### src/hw/sar_adc_consts.vh
// Register map, field positions and timing constants of the converter sequencer
`ifndef SAR_ADC_CONSTS_VH
`define SAR_ADC_CONSTS_VH

`define CTRL_OFFSET        4'h0
`define RESULT_OFFSET      4'h4
`define MODE_OFFSET        4'h8

`define DONE_BIT           7
`define RC_SEL_BIT         6
`define POWER_BIT          5
`define SEL_MSB            4
`define SEL_LSB            0

`define CTRL_RESET         8'h00
`define RESULT_RESET       8'h00

`define CONV_CYCLES        32
`define SEL_EXT_LAST       5'h04
`define SEL_HIGH_REF       5'h10
`define SEL_MID_REF        5'h11
`define SEL_LOW_REF        5'h12
`define SEL_RESERVED       5'h13

`define RESP_OKAY          2'h0
`define RESP_SLVERR        2'h2

`endif

### src/hw/sar_adc_sequencer.v
// Successive-approximation converter sequencer with AXI4-Lite registers
//
// Our own choices: the AXI4-Lite interface to the registers and the address map.
`timescale 1ns/10ps
`include "sar_adc_consts.vh"

// Behaviour
// - One conversion takes exactly 32 conversion-clock cycles.
// - Stop mode turns the RC oscillator off; power bit stays set.
// - RC ticks cross into bus clock domain, at most one edge per bus cycle.
// - Done flag is set when a conversion finishes; result is valid.
// - Control write or result read clears the done flag; write restarts.
// - Conversions repeat every 32 cycles once control has been written.
// - Each new result overwrites the previous regardless of done flag.
// - RC select bit switches conversion clock to the RC oscillator.
// - Power bit enables current sources and charge pump.
// - Select codes 00 to 04 choose the five external inputs.
// - Codes 10, 11, 12 route high, mid and low reference.
// - Code 13 and every other unlisted code convert to zero.
// - Low reference gives 00, high gives FF, above saturates.
// - Result register updates together with the done flag.
// - Input sampled at conversion start, then resolved bit by bit.
// - Wait mode does not disturb conversions or the done flag.
// - Stop mode halts conversion and aborts one in progress.
// - Stop mode leaves result and control registers unchanged.
module sar_adc_sequencer (
  // Clock and reset
  input  wire        core_clk,
  input  wire        srst,
  input  wire        clk_en,
  // AXI4-Lite write address
  input  wire [3:0]  s_axi_awaddr,
  input  wire        s_axi_awvalid,
  output reg         s_axi_awready,
  // AXI4-Lite write data
  input  wire [31:0] s_axi_wdata,
  input  wire [3:0]  s_axi_wstrb,
  input  wire        s_axi_wvalid,
  output reg         s_axi_wready,
  // AXI4-Lite write response
  output reg  [1:0]  s_axi_bresp,
  output reg         s_axi_bvalid,
  input  wire        s_axi_bready,
  // AXI4-Lite read address
  input  wire [3:0]  s_axi_araddr,
  input  wire        s_axi_arvalid,
  output reg         s_axi_arready,
  // AXI4-Lite read data
  output reg  [31:0] s_axi_rdata,
  output reg  [1:0]  s_axi_rresp,
  output reg         s_axi_rvalid,
  input  wire        s_axi_rready,
  // Power modes, asynchronous to core_clk
  input  wire        stop_mode,
  input  wire        wait_mode,
  // RC oscillator tick, asynchronous
  input  wire        rc_tick,
  // Analog front end
  output reg  [4:0]  input_select_field,
  output reg         sample_hold,
  output reg  [7:0]  dac_code,
  input  wire        comparator_high,
  output reg         converter_power_on,
  output reg         rc_osc_enable
);

  localparam CNT_W = 5;

  // Sequencer states
  localparam ST_IDLE = 2'd0;
  localparam ST_CONV = 2'd1;

  //////////////////////////////////////////////////////////////////////////////
  // Input synchronisers
  reg [1:0] stop_sync;
  reg [1:0] rc_sync;
  reg       rc_prev;
  reg [1:0] cmp_sync;
  reg [1:0] wait_sync;

  always @(posedge core_clk) begin
    if (srst) begin
      wait_sync <= 2'b00;
      stop_sync <= 2'b00;
      rc_sync   <= 2'b00;
      rc_prev   <= 1'b0;
      cmp_sync  <= 2'b00;
    end else if (clk_en) begin
      wait_sync <= {wait_sync[0], wait_mode};
      stop_sync <= {stop_sync[0], stop_mode};
      rc_sync   <= {rc_sync[0], rc_tick};
      rc_prev   <= rc_sync[1];
      cmp_sync  <= {cmp_sync[0], comparator_high};
    end
  end

  wire stopped = stop_sync[1];
  // One RC edge per bus cycle at most
  wire rc_edge = rc_sync[1] & ~rc_prev;

  //////////////////////////////////////////////////////////////////////////////
  // Registers
  reg       rc_clock_select;
  reg       conversion_done_flag;
  reg [7:0] conversion_result;
  reg       restart;

  function is_zero_code;
    input [4:0] sel;
    begin
      is_zero_code = ~((sel <= `SEL_EXT_LAST) | (sel == `SEL_HIGH_REF) |
                       (sel == `SEL_MID_REF) | (sel == `SEL_LOW_REF));
    end
  endfunction

  // Trial bit kept when input at or above the DAC, else dropped
  function [7:0] settle_code;
    input [7:0] code;
    input [7:0] trial;
    input       keep;
    begin
      settle_code = keep ? code : (code & ~trial);
    end
  endfunction

  //////////////////////////////////////////////////////////////////////////////
  // AXI4-Lite slave
  reg        aw_held;
  reg        w_held;
  reg [3:0]  aw_addr;
  reg [31:0] w_data;
  reg [3:0]  w_strb;

  wire aw_take  = s_axi_awvalid & s_axi_awready;
  wire w_take   = s_axi_wvalid & s_axi_wready;
  wire wr_fire  = aw_held & w_held & ~s_axi_bvalid;
  wire wr_ctrl  = wr_fire & (aw_addr == `CTRL_OFFSET) & w_strb[0];
  wire wr_valid = (aw_addr == `CTRL_OFFSET) | (aw_addr == `RESULT_OFFSET) |
                  (aw_addr == `MODE_OFFSET);
  wire ar_take  = s_axi_arvalid & s_axi_arready;
  wire rd_res   = ar_take & (s_axi_araddr == `RESULT_OFFSET);

  always @(posedge core_clk) begin
    if (srst) begin
      s_axi_awready <= 1'b0;
      s_axi_wready  <= 1'b0;
      s_axi_bvalid  <= 1'b0;
      s_axi_bresp   <= `RESP_OKAY;
      s_axi_arready <= 1'b0;
      s_axi_rvalid  <= 1'b0;
      s_axi_rresp   <= `RESP_OKAY;
      s_axi_rdata   <= 32'h00000000;
      aw_held       <= 1'b0;
      w_held        <= 1'b0;
      aw_addr       <= 4'h0;
      w_data        <= 32'h00000000;
      w_strb        <= 4'h0;
    end else if (clk_en) begin
      s_axi_awready <= ~aw_held & ~aw_take & ~s_axi_bvalid;
      s_axi_wready  <= ~w_held & ~w_take & ~s_axi_bvalid;
      if (aw_take) begin
        aw_held <= 1'b1;
        aw_addr <= s_axi_awaddr;
      end
      if (w_take) begin
        w_held <= 1'b1;
        w_data <= s_axi_wdata;
        w_strb <= s_axi_wstrb;
      end
      if (wr_fire) begin
        aw_held      <= 1'b0;
        w_held       <= 1'b0;
        s_axi_bvalid <= 1'b1;
        s_axi_bresp  <= wr_valid ? `RESP_OKAY : `RESP_SLVERR;
      end else if (s_axi_bvalid & s_axi_bready) begin
        s_axi_bvalid <= 1'b0;
      end
      s_axi_arready <= ~s_axi_arready & ~s_axi_rvalid & s_axi_arvalid;
      if (ar_take) begin
        s_axi_rvalid <= 1'b1;
        s_axi_rresp  <= `RESP_OKAY;
        case (s_axi_araddr)
          `CTRL_OFFSET: begin
            s_axi_rdata <= {24'h000000, conversion_done_flag, rc_clock_select,
                            converter_power_on, input_select_field};
          end
          `RESULT_OFFSET: begin
            s_axi_rdata <= {24'h000000, conversion_result};
          end
          `MODE_OFFSET: begin
            s_axi_rdata <= {30'h00000000, wait_sync[1], stopped};
          end
          default: begin
            s_axi_rdata <= 32'h00000000;
            s_axi_rresp <= `RESP_SLVERR;
          end
        endcase
      end else if (s_axi_rvalid & s_axi_rready) begin
        s_axi_rvalid <= 1'b0;
      end
    end
  end

  //////////////////////////////////////////////////////////////////////////////
  // Control register and RC oscillator enable
  always @(posedge core_clk) begin
    if (srst) begin
      input_select_field <= 5'h00;
      rc_clock_select    <= 1'b0;
      converter_power_on <= 1'b0;
      rc_osc_enable      <= 1'b0;
      restart            <= 1'b0;
    end else if (clk_en) begin
      restart <= wr_ctrl;
      if (wr_ctrl) begin
        input_select_field <= w_data[`SEL_MSB:`SEL_LSB];
        rc_clock_select    <= w_data[`RC_SEL_BIT];
        converter_power_on <= w_data[`POWER_BIT];
      end
      // Oscillator off in stop, power bit untouched
      rc_osc_enable <= rc_clock_select & ~stopped;
    end
  end

  //////////////////////////////////////////////////////////////////////////////
  // Conversion sequencer
  reg [1:0]       state;
  reg [CNT_W-1:0] cycle;
  reg [7:0]       trial_bit;
  reg             running;

  // Conversion clock step: bus clock or RC edge
  wire step = rc_clock_select ? rc_edge : 1'b1;

  always @(posedge core_clk) begin
    if (srst) begin
      state                <= ST_IDLE;
      running              <= 1'b0;
      cycle                <= {CNT_W{1'b0}};
      trial_bit            <= 8'h00;
      dac_code             <= 8'h00;
      sample_hold          <= 1'b0;
      conversion_done_flag <= 1'b0;
      conversion_result    <= `RESULT_RESET;
    end else if (clk_en) begin
      // Clear by control write or result read
      if (wr_ctrl | rd_res) begin
        conversion_done_flag <= 1'b0;
      end
      if (restart) begin
        running     <= 1'b1;
        state       <= ST_CONV;
        cycle       <= {CNT_W{1'b0}};
        trial_bit   <= 8'h80;
        dac_code    <= 8'h80;
        sample_hold <= 1'b1;
      end else if (stopped) begin
        // Abort; registers keep their values
        state       <= ST_IDLE;
        sample_hold <= 1'b0;
      end else begin
        case (state)
          ST_IDLE: begin
            if (running) begin
              state       <= ST_CONV;
              cycle       <= {CNT_W{1'b0}};
              trial_bit   <= 8'h80;
              dac_code    <= 8'h80;
              sample_hold <= 1'b1;
            end
          end
          ST_CONV: begin
            // Wait mode has no effect here
            if (step) begin
              cycle       <= cycle + 1'b1;
              sample_hold <= 1'b0;
              if (cycle[1:0] == 2'b11 && trial_bit != 8'h00) begin
                // Bit decided, keep it if input at or above DAC
                trial_bit <= trial_bit >> 1;
                dac_code  <= settle_code(dac_code, trial_bit, cmp_sync[1]) |
                             (trial_bit >> 1);
              end
              if (cycle == `CONV_CYCLES - 1) begin
                // Load result and set flag together, set wins
                conversion_result    <= is_zero_code(input_select_field) ? 8'h00 :
                                        settle_code(dac_code, trial_bit, cmp_sync[1]);
                conversion_done_flag <= 1'b1;
                cycle                <= {CNT_W{1'b0}};
                trial_bit            <= 8'h80;
                dac_code             <= 8'h80;
                sample_hold          <= 1'b1;
              end
            end
          end
          default: begin
            state <= ST_IDLE;
          end
        endcase
      end
    end
  end

endmodule // sar_adc_sequencer

### config.mk
export PLATFORM = sky130hd
export DESIGN_NAME = sar_adc_sequencer
export DESIGN_NICKNAME = d
export VERILOG_FILES = /design/src/hw/sar_adc_sequencer.v
export VERILOG_INCLUDE_DIRS = /design/src /design/src/hw
export SDC_FILE = /design/constraint.sdc
export NUM_CORES = 1
export LEC_CHECK = 0
export BUFFER_PORTS_ARGS = -buffer_cell sky130_fd_sc_hd__buf_2
export CAP_MARGIN = 15
export CORE_UTILIZATION = 23
export CTS_BUF_LIST = sky130_fd_sc_hd__clkbuf_16
export CTS_CLUSTER_DIAMETER = 50
export CTS_CLUSTER_SIZE = 24
export DETAILED_ROUTE_END_ITERATION = 8
export GPL_TIMING_DRIVEN = 0
export HOLD_SLACK_MARGIN = 0.12
export PLACE_DENSITY_LB_ADDON = 0.1
export SLEW_MARGIN = 20
export SYNTH_ARGS = -nofsm -noshare
export SYNTH_HDL_FRONTEND = slang
export SYNTH_SLANG_ARGS = --single-unit
export TNS_END_PERCENT = 10
### constraint.sdc
create_clock -name core_clk -period 3.1 [get_ports core_clk]
set_clock_uncertainty 0.15 [all_clocks]
set_input_delay 0 -clock core_clk [delete_from_list [all_inputs] [get_ports core_clk]]
set_output_delay 0 -clock core_clk [all_outputs]
set_load 0.03 [all_outputs]
==> results of run 1 <==
[placed cells by master, fill, tap and decap left out, types with 2 or more instances in the layout]
master	netlist	routed
nand4b_1	2	2
o31a_1	4	4
or3_1	4	4
inv_1	10	13
nand2b_1	8	8
dlygate4sd3_1	0	38
nand4_1	2	2
buf_4	27	27
a31oi_1	4	4
nand2_1	50	50
buf_2	3	61
a21oi_1	31	31
dfxtp_1	80	80
mux2i_1	29	29
conb_1	1	26
nor2_1	34	34
ha_1	2	2
a22o_1	4	4
o2bb2ai_2	10	10
o21ai_0	23	23
a22oi_1	2	2
a2111oi_0	2	2
and3_1	2	2
or4_1	4	4
nor3_1	5	5
nand3_1	6	6
clkbuf_16	0	9
clkbuf_1	11	11
[Yosys cell counts (2+ instances only)]
master	n	area, µm²
nand4b_1	2	17.52
dfxtp_1	80	1602
o21ai_0	23	115.1
nor3_1	5	25.02
a31oi_1	4	25.02
a22oi_1	2	15.01
nor2_1	34	127.6
a21oi_1	31	155.2
or4_1	4	30.03
and3_1	2	12.51
o2bb2ai_2	10	150.1
clkbuf_1	11	41.29
ha_1	2	25.02
o31a_1	4	35.03
or3_1	4	25.02
nand2b_1	8	50.05
nand3_1	6	30.03
nand4_1	2	12.51
a22o_1	4	35.03
buf_2	3	15.01
inv_1	10	37.54
a2111oi_0	2	17.52
buf_4	27	202.7
nand2_1	50	187.7
mux2i_1	29	290.3
[routing by layer]
| metal | up-vias | wire length (µm) |
|---|---|---|
| li1 | 1564 | - |
| met1 | 1400 | 4752 |
| met2 | 73 | 4368 |
| met3 | 8 | 401 |
| met4 | 0 | 141 |
| met5 | - | 0 |
[timing repair]
item,CTS,global route
hold endpoints to repair,34,0
hold buffers,38,0
endpoints found under the setup margin,0,0
[worst max path at each step]
stage / startpoint / to / slack [ns] / depth (start not counted)
6_report: s_axi_bvalid / conversion_done_flag / 0.21 / 7
5_1_grt: s_axi_bvalid / conversion_done_flag / 0.05 / 7
4_1_cts: s_axi_bvalid / conversion_done_flag / 0.19 / 7
3_5_place_dp: cycle[0] / conversion_result[1] / 0.62 / 8
3_3_place_gp: cycle[0] / conversion_result[1] / 0.64 / 8
2_1_floorplan: cycle[0] / dac_code[1] / 0.92 / 9
[logic make-up after synthesis]
group	count (synthesis)
other cells	1
fa+ha+maj	2
buf+inv	53
compound gates	90
mux	30
flops	80
simple gates	129
[metrics by stage]
step | hold slack (ns) | std cells | setup slack (ns) | power, mW | utilization [%]
final | 0.1465 | 704 | 0.2053 | 2.179 | 32.30
after global routing | 0.1877 | 704 | 0.04898 | 2.281 | 32.30
after CTS | 0.1313 | 704 | 0.1908 | 2.214 | 32.30
after detailed placement | 0.09209 | 652 | 0.6207 | 1.251 | 28.05
after global placement | 0.08557 | 652 | 0.6362 | 1.250 | 28.05
after floorplan | -0.01404 | 410 | 0.9211 | 1.203 | -
[tightest hold or removal path, delay by kind of cell]
kind                   cells  cell delay (ns)
AOI/OAI and AO/OA          1             0.11
and+or+nand+nor            2             0.38
buffers and inverters      1             0.08
[power breakdown]
group | internal, mW | switching (mW) | total, mW
clock | 0.520 | 0.398 | 0.918
sequential | 1.04 | 0.0128 | 1.05
combinational | 0.0888 | 0.118 | 0.207
total | 1.65 | 0.529 | 2.18
[state kept, by name (all words and copies together), names as in the netlist, 2 cells and up]
signal,cells
aw_addr,4
cmp_sync,2
conversion_result,8
cycle,5
dac_code,8
input_select_field,5
rc_sync,2
s_axi_rdata,8
stop_sync,2
trial_bit,8
w_data,7
wait_sync,2
[layout make-up]
cell class / instances / area [µm²]
Tap cell: 184 / 230.2
Fill cell: 1570 / 9951
Sequential cell: 80 / 1602
Timing Repair Buffer: 96 / 670.6
Buffer: 42 / 270.3
Multi-Input combinational cell: 277 / 1689
Clock buffer: 9 / 225.2
Clock inverter: 5 / 20.02
Inverter: 11 / 41.29
==> impl_metrics.ini, run 1 <==
[run_status]
outcome = complete, but fails checks
violations = DRC

[place]
place_area_um2 = 4123
hpwl_mm = 7.057
io_buffers = 58
place_congestion = 0.7645

[clock_tree]
cts_made_buffers = 9
cts.clk_slew.worst_paths_ns = 0.06
root_buffer = clkbuf_16
cts_sinks = 80
cts_setup_buffers = 0
cts_tree = built
cts_buffer_depth = 2
worstSkewPairLatency_ns = 0.33
htree_levels = 3
cts_resized = 0

[detailed_routing]
ant_nets = 0
wl_per_cell_um = 13.73
drc = 9
first_pass_iters = 8
num_vias = 3045
drt_first_iter_violations = 113
viasPerCell = 4.325
routed_wirelength_mm = 9.664

[yosys]
synth-main-ff-cell = dfxtp_1
synth_xor_area_share_pct = 0
yosys_warnings = 0
synth_top_family_by_area = compound AO/OA/AOI/OAI gates
async_flop_share_pct = 0
synthAdderAreaFrac_pct = 0.7133
synth_area_um2 = 3508
ys_ff_latch = 80
muxShareOfSynthArea_pct = 8.595
synth_cell_types = 51
synth_compound_area_share_pct = 18.47
synth-simple-area-share_pct = 17.58
avgSynthCellArea_um2 = 9.113
synth-edff-count = 0
synthCells = 385
ys_seq_area_share_pct = 45.65

[sta]
max_freq_mhz = 345.5
hold_viol_final = 0
maxSlewHeadroom_pct = 52.18
grt_setup_unrepaired = no
setup_viol = 0
finalCriticalPeriod_ns = 2.895
post-route-period-util_pct = 93.38
fin_tns_setup_ns = 0
finalMaxSlewViolations = 0
tightest_slew_ns = 0.7140

[critical_path]
rrSetupSlack_ns = 0.21
crit_slowest_cell = dlygate4sd3_1
crit_fanout = 9
cp_top_family = buffers and inverters
reg2reg_from = s_axi_bvalid
critPathCaptureType = flip-flop
r2r_end = conversion_done_flag
arrival_ns = 2.97
crit_type = reg -> reg
path_cells = nand4b_1 -> or4_1 -> buf_2 -> o311ai_1 -> dlygate4sd3_1 -> a21oi_1 -> dlygate4sd3_1
cp_common_cell = dlygate4sd3_1
reg2reg_depth = 7
cp-start-kind = flip-flop
max_stage_delay_ns = 0.58
path_buf_inv = 3
worstPathRequired_ns = 3.17

[layout]
diodes = 0
area_growth_pct = 35.34
final_nets = 575
drive_above_1_share_pct = 22.69
fin_area_um2 = 4748

[min_path]
hp-class = in -> reg
holdPathEnd = s_axi_rdata[3]
holdPathStages = 4
hp-start = s_axi_araddr[0]

[grt]
grt_overflow = 0
grt_pass1_vias = 2912
antenna_found_initial = 0
grt_util_met3_pct = 3.295
met1_usage_pct = 17.00
use_met2_pct = 20.78
top_usage_layer = met2
grt_max_degree = 12
grt_pass1_wl_mm = 15.68
grt_use_total_pct = 13.02

[floorplanning]
rows = 44
pin_count = 113
coreArea_um2 = 14700
start_util_pct = 23.87
die_x_um = 125.5
die_h_um = 125.5
die-area_um2 = 15750

[pwr]
power_density_nw_per_um2 = 459.0
vdd_drop_max_mv = 0.2266
power_leakage_nw = 2.018

[job]
drv_cap = 0
(Power assumes the default switching activity.)
==> run 2, diff against run 1 <==
--- a/config.mk
+++ b/config.mk
@@ -6,6 +6,7 @@
 export SDC_FILE = /design/constraint.sdc
 export NUM_CORES = 1
 export LEC_CHECK = 0
+export ABC_AREA = 1
 export BUFFER_PORTS_ARGS = -buffer_cell sky130_fd_sc_hd__buf_2
 export CAP_MARGIN = 15
 export CORE_UTILIZATION = 23
==> run 2 against run 1 <==
  * The flow now finishes without violations
  * Sequential cell count stayed put
  * Cell count is 20% higher
  * Die area is 5.1% higher
  * Critical path depth is 3 higher
  * Sequential power hardly changed
  * Largest power group is now clock
  * Highest routed layer unchanged
==> impl_metrics.ini, run 2 <==
[yosys]
synth_cell_types = 35
ys_seq_area_share_pct = 43.40
async_flop_share_pct = 0
synth_area_um2 = 3690
synth-edff-count = 0
ys_ff_latch = 80
synth.area.top_cells = dfxtp_1 43%, a21oi_1 8.0%, nand2_1 7.4%, o21ai_0 6.8%, buf_4 5.9%
avgSynthCellArea_um2 = 7.592
synthTopCellsByCount = 80 x dfxtp_1, 73 x nand2_1, 59 x a21oi_1
synth_top_area_share_pct = 43.40
post-synth-top-count-cell = dfxtp_1
yosys_warnings = 0
synthCells = 486
yosys.area.top_type = dfxtp_1
synth-main-ff-cell = dfxtp_1

[place]
io_buffers = 56
place_congestion = 0.7898
pre_cts_slack_ns = 0.9670
hpwl_mm = 7.691

[layout]
diodes = 0
final_common_cell = dfxtp_1
area_growth_pct = 39.06
most-common-layout-cells = 80 x dfxtp_1, 73 x nand2_1, 59 x a21oi_1, 59 x buf_2
drive_above_1_share_pct = 22.47
fill_cells = 1676
final_nets = 686

[detailed_routing]
first_pass_iters = 4
viasPerCell = 4.167
num_vias = 3513
drc = 0
ant_nets = 0
drt_first_iter_violations = 147
wl_per_cell_um = 12.50
routed_wirelength_mm = 10.54

[sta]
hold_viol_final = 0
post-route-period-util_pct = 93.67
grt_setup_unrepaired = no
finalCriticalPeriod_ns = 2.904
setup_viol = 0
tightest_slew_ns = 0.7181
fin_tns_setup_ns = 0
finalMaxSlewViolations = 0
final.setup.worst_slack_ns = 0.1961
maxSlewHeadroom_pct = 52.13
max_freq_mhz = 344.4

[critical_path]
rrSetupSlack_ns = 0.80
reg2reg_from = s_axi_awready
cp_common_cell = dlygate4sd3_1
cp-start-kind = input pin
path_cells = dlygate4sd3_1 -> buf_2 -> nor2_1 -> dlygate4sd3_1 -> nand3_1 -> dlygate4sd3_1 -> o22ai_1 -> dlygate4sd3_1 -> nand2_1 -> a21oi_1
crit_slowest_cell = dlygate4sd3_1
arrival_ns = 3.02
critPathCaptureType = flip-flop
max_stage_delay_ns = 0.64
r2r_end = aw_addr[1]
crit_type = in -> reg
reg2reg_depth = 5
crit_fanout = 3
worstPathRequired_ns = 3.22

[clock_tree]
cts_made_buffers = 9
worstSkewPairLatency_ns = 0.35
cts_tree = built
cts_buffer_depth = 2
cts_setup_buffers = 0
htree_levels = 3
root_buffer = clkbuf_16
cts.clk_slew.worst_paths_ns = 0.06
cts_resized = 0
cts_sinks = 80
hold_buffers = 50

[floorplanning]
start_util_pct = 23.92
die-area_um2 = 16550
pin_count = 113
rows = 45
die_x_um = 128.7
die_h_um = 128.7
coreArea_um2 = 15430

[grt]
grt_pass1_wl_mm = 17.05
grt_use_total_pct = 13.73
grt_overflow = 0
antenna_found_initial = 0
grt_max_degree = 13
grt_pass1_vias = 3430

[pwr]
vdd_drop_max_mv = 0.2772
p_total_mw = 2.416
power_leakage_nw = 2.216
power_density_nw_per_um2 = 470.9

[run_status]
outcome = completed

[job]
drv_cap = 0

[min_path]
holdPathEnd = rc_sync[0]
hp-class = in -> reg
hp-start = rc_tick
holdPathStages = 4
-- run 2: kinds of logic after synthesis --
| group | Yosys count | synth area share (%) |
|---|---|---|
| simple gates | 174 | 22.75 |
| buf+inv | 98 | 13.56 |
| flops | 80 | 43.40 |
| xor+xnor | 1 | 0.2374 |
| fa+ha+maj | 2 | 0.6781 |
| other cells | 1 | 0.1016 |
| compound gates | 130 | 19.26 |
-- run 2: worst max-delay path by stage --
stage               cells after the start  slack [ns]             from              endpoint
global route                           10        0.16  s_axi_araddr[1]        s_axi_rdata[7]
detailed placement                     11        0.97         cycle[0]  conversion_result[1]
floorplan                              11        1.26         cycle[0]  conversion_result[1]
global placement                       11        0.97         cycle[0]  conversion_result[1]
finish                                 10        0.20  s_axi_araddr[1]        s_axi_rdata[7]
CTS                                    10        0.26  s_axi_araddr[1]        s_axi_rdata[7]
-- run 2: layout make-up --
| class | count | area [µm²] | area share, % |
|---|---|---|---|
| sequential | 80 | 1602 | 31.21 |
| clock inverter | 6 | 77.57 | 1.512 |
| inverter | 54 | 202.7 | 3.950 |
| multi-input combinational | 333 | 1682 | 32.77 |
| buffer | 44 | 297.8 | 5.803 |
| timing repair buffer | 106 | 780.7 | 15.22 |
| tap | 211 | 264.0 | 5.145 |
| clock buffer | 9 | 225.2 | 4.389 |
-- run 2: critical path, delay by kind of cell --
kind | cells | cell delay (ns)
compound gates | 2 | 0.22
buf+inv | 5 | 2.49
simple gates | 3 | 0.33
-- run 2: through the flow --
stage	instances	utilization, %	area (µm²)	hold slack (ns)
CTS	843	33.26	5131	0.2561
detailed placement	778	28.05	4328	0.09008
global placement	778	28.05	4328	0.07979
finish	843	33.26	5131	0.2696
floorplan	511	-	3784	-0.01509
global route	843	33.26	5131	0.2690
-- run 2: where the power goes --
part / leakage, nW / switching (mW) / total (mW) / internal, mW
clock network: 0.158 / 0.423 / 1.11 / 0.692
registers: 0.648 / 0.0123 / 1.06 / 1.05
logic: 1.41 / 0.139 / 0.241 / 0.102
-- run 2: metal layers --
layer	track usage, %	vias up	part of all wire, %
met5	0	-	0
met4	7.197	0	2.3
met3	2.703	16	3.3
met2	22.51	65	45
met1	17.03	1601	49
li1	-	1831	-
==> run 3, diff against run 2 <==
--- a/config.mk
+++ b/config.mk
@@ -7,13 +7,14 @@
 export NUM_CORES = 1
 export LEC_CHECK = 0
 export ABC_AREA = 1
-export BUFFER_PORTS_ARGS = -buffer_cell sky130_fd_sc_hd__buf_2
 export CAP_MARGIN = 15
+export CORE_MARGIN = 2
 export CORE_UTILIZATION = 23
 export CTS_BUF_LIST = sky130_fd_sc_hd__clkbuf_16
 export CTS_CLUSTER_DIAMETER = 50
 export CTS_CLUSTER_SIZE = 24
 export DETAILED_ROUTE_END_ITERATION = 8
+export DONT_BUFFER_PORTS = 1
 export GPL_TIMING_DRIVEN = 0
 export HOLD_SLACK_MARGIN = 0.12
 export PLACE_DENSITY_LB_ADDON = 0.1
==> constraint.sdc (replaced) <==
create_clock -name core_clk -period 3.1 [get_ports core_clk]
set_clock_uncertainty 0.15 [all_clocks]
set_input_delay 0.465 -clock core_clk [delete_from_list [all_inputs] [get_ports core_clk]]
set_output_delay 0.465 -clock core_clk [all_outputs]
set_load 0.03 [all_outputs]
==> run 3 against run 2 <==
  * Largest cell class unchanged
  * Core utilization shrank 5.3 points
  * Cell count shrank 11%
  * Routed wire length shrank 1.9%
  * Highest routed layer unchanged
  * Global-route usage shrank 0.94 points
  * Sequential power is essentially flat
  * Register-to-register slack gained 0.19 ns
==> impl_metrics.ini, run 3 (same netlist as run 2, synthesis figures left out) <==
[layout]
area_growth_pct = 19.67
drive_above_1_share_pct = 15.98
most-common-layout-cells = 80 x dfxtp_1, 73 x nand2_1, 59 x a21oi_1
final_nets = 586
diodes = 0
final_cells = 748
fin_area_um2 = 4415
final_common_cell = dfxtp_1
fill_cells = 1766

[clock_tree]
cts_tree = built
cts.clk_slew.worst_paths_ns = 0.06
cts_resized = 0
htree_levels = 3
root_buffer = clkbuf_16
cts_setup_buffers = 0
cts_buffer_depth = 2
cts_made_buffers = 9
worstSkewPairLatency_ns = 0.35
cts_sinks = 80

[floorplanning]
start_util_pct = 23.40
coreArea_um2 = 15770
die_h_um = 130.7
die_x_um = 130.7
die-area_um2 = 17070
pin_count = 113
rows = 46

[place]
io_buffers = 0
hpwl_mm = 7.780
place_congestion = 0.7490
place_area_um2 = 4054
place_inst = 727

[grt]
grt_max_degree = 13
antenna_found_initial = 0
grt_pass1_wl_mm = 16.43
grt_use_total_pct = 12.78
grt_pass1_vias = 3017
grt_overflow = 0

[pwr]
p_int_mw = 1.793
switching_share_pct = 23.88
power_density_nw_per_um2 = 533.6
p_seq_share_pct = 45.6
switching_power_mw = 0.5626
power_leakage_nw = 1.738
combPwrFrac_pct = 7.1
vdd_drop_max_mv = 0.2532
clkPwrFrac_pct = 47.4

[detailed_routing]
ant_nets = 0
first_pass_iters = 4
viasPerCell = 4.210
drt_first_iter_violations = 142
num_vias = 3149
drc = 0
routed_wirelength_mm = 10.34
wl_per_cell_um = 13.82

[sta]
setup_viol = 0
hold_viol_final = 0
post-route-period-util_pct = 68.18
maxSlewHeadroom_pct = 51.25
max_freq_mhz = 473.2
finalMaxSlewViolations = 0
fin_tns_setup_ns = 0
finalCriticalPeriod_ns = 2.113
tightest_slew_ns = 0.7313
grt_setup_unrepaired = no
holdWs_ns = 0.1304

[min_path]
hp-class = in -> reg
holdPathStages = 2

[critical_path]
arrival_ns = 2.24
rrSetupSlack_ns = 0.99
reg2reg_depth = 10
critPathCaptureType = flip-flop
worstPathRequired_ns = 3.22
cp-start-kind = flip-flop
crit_fanout = 10
crit_type = reg -> reg

[job]
drv_cap = 0

[run_status]
outcome = completed
-- run 3: cell types whose count changed in the layout (fill, tap and decap cells not counted) --
cell,before,now
buf_2,59,3
clkinv_1,0,2
clkinv_2,2,1
dlygate4sd3_1,50,6
inv_1,49,48
-- run 3: path summary, 6_finish.rpt --
check                start              endpoint
max               cycle[0]  conversion_result[3]
min          s_axi_arvalid         s_axi_arready
max reg2reg       cycle[0]  conversion_result[3]
min reg2reg     aw_addr[1]            aw_addr[1]
-- run 3: layout make-up --
| type | count | area [µm²] | area share, % |
|---|---|---|---|
| multi-input combinational | 333 | 1682 | 38.08 |
| sequential | 80 | 1602 | 36.27 |
| buffer | 44 | 297.8 | 6.744 |
| tap | 216 | 270.3 | 6.121 |
| clock buffer | 9 | 225.2 | 5.101 |
| inverter | 54 | 202.7 | 4.591 |
| clock inverter | 6 | 76.32 | 1.729 |
| timing repair buffer | 6 | 60.06 | 1.360 |
-- run 3: through the flow --
stage	util (%)	total power, mW	setup slack (ns)
global placement	25.71	1.256	0.9673
detailed placement	25.71	1.258	0.9662
finish	28.00	2.356	0.9865
CTS	28.00	2.390	0.9658
floorplan	-	1.225	1.260
global route	28.00	2.458	0.7748
-- run 3: what timing repair did --
item,CTS,global route
endpoints found under the hold margin,5,0
setup endpoints to repair,0,0
hold buffers,6,0
-- run 3: layer usage --
layer | track usage (%) | vias up | wire, µm
met4 | 3.755 | 0 | 127
met5 | 0 | - | 0
met2 | 20.77 | 58 | 4705
li1 | - | 1635 | -
met1 | 16.28 | 1447 | 4972
met3 | 4.112 | 9 | 536
-- run 3: power by group through the flow --
| stage | Clock, mW | Sequential, mW | Combinational, mW |
|---|---|---|---|
| finish | 1.12 | 1.07 | 0.166 |
| global route | 1.19 | 1.08 | 0.187 |
| CTS | 1.15 | 1.07 | 0.167 |
| detailed placement | 0 | 1.10 | 0.160 |
| global placement | 0 | 1.10 | 0.159 |
| floorplan | 0 | 1.09 | 0.133 |
-- run 3: critical path: stages (launching register included) --
cell and delay, ns:
dfxtp_1 0.35, ha_1 0.15, inv_1 0.09, nor2_1 0.14
ha_1 0.29, nand3_1 0.11, nor3_1 0.18, nand2_2 0.20
inv_2 0.16, o21ai_0 0.09, a21oi_1 0.14
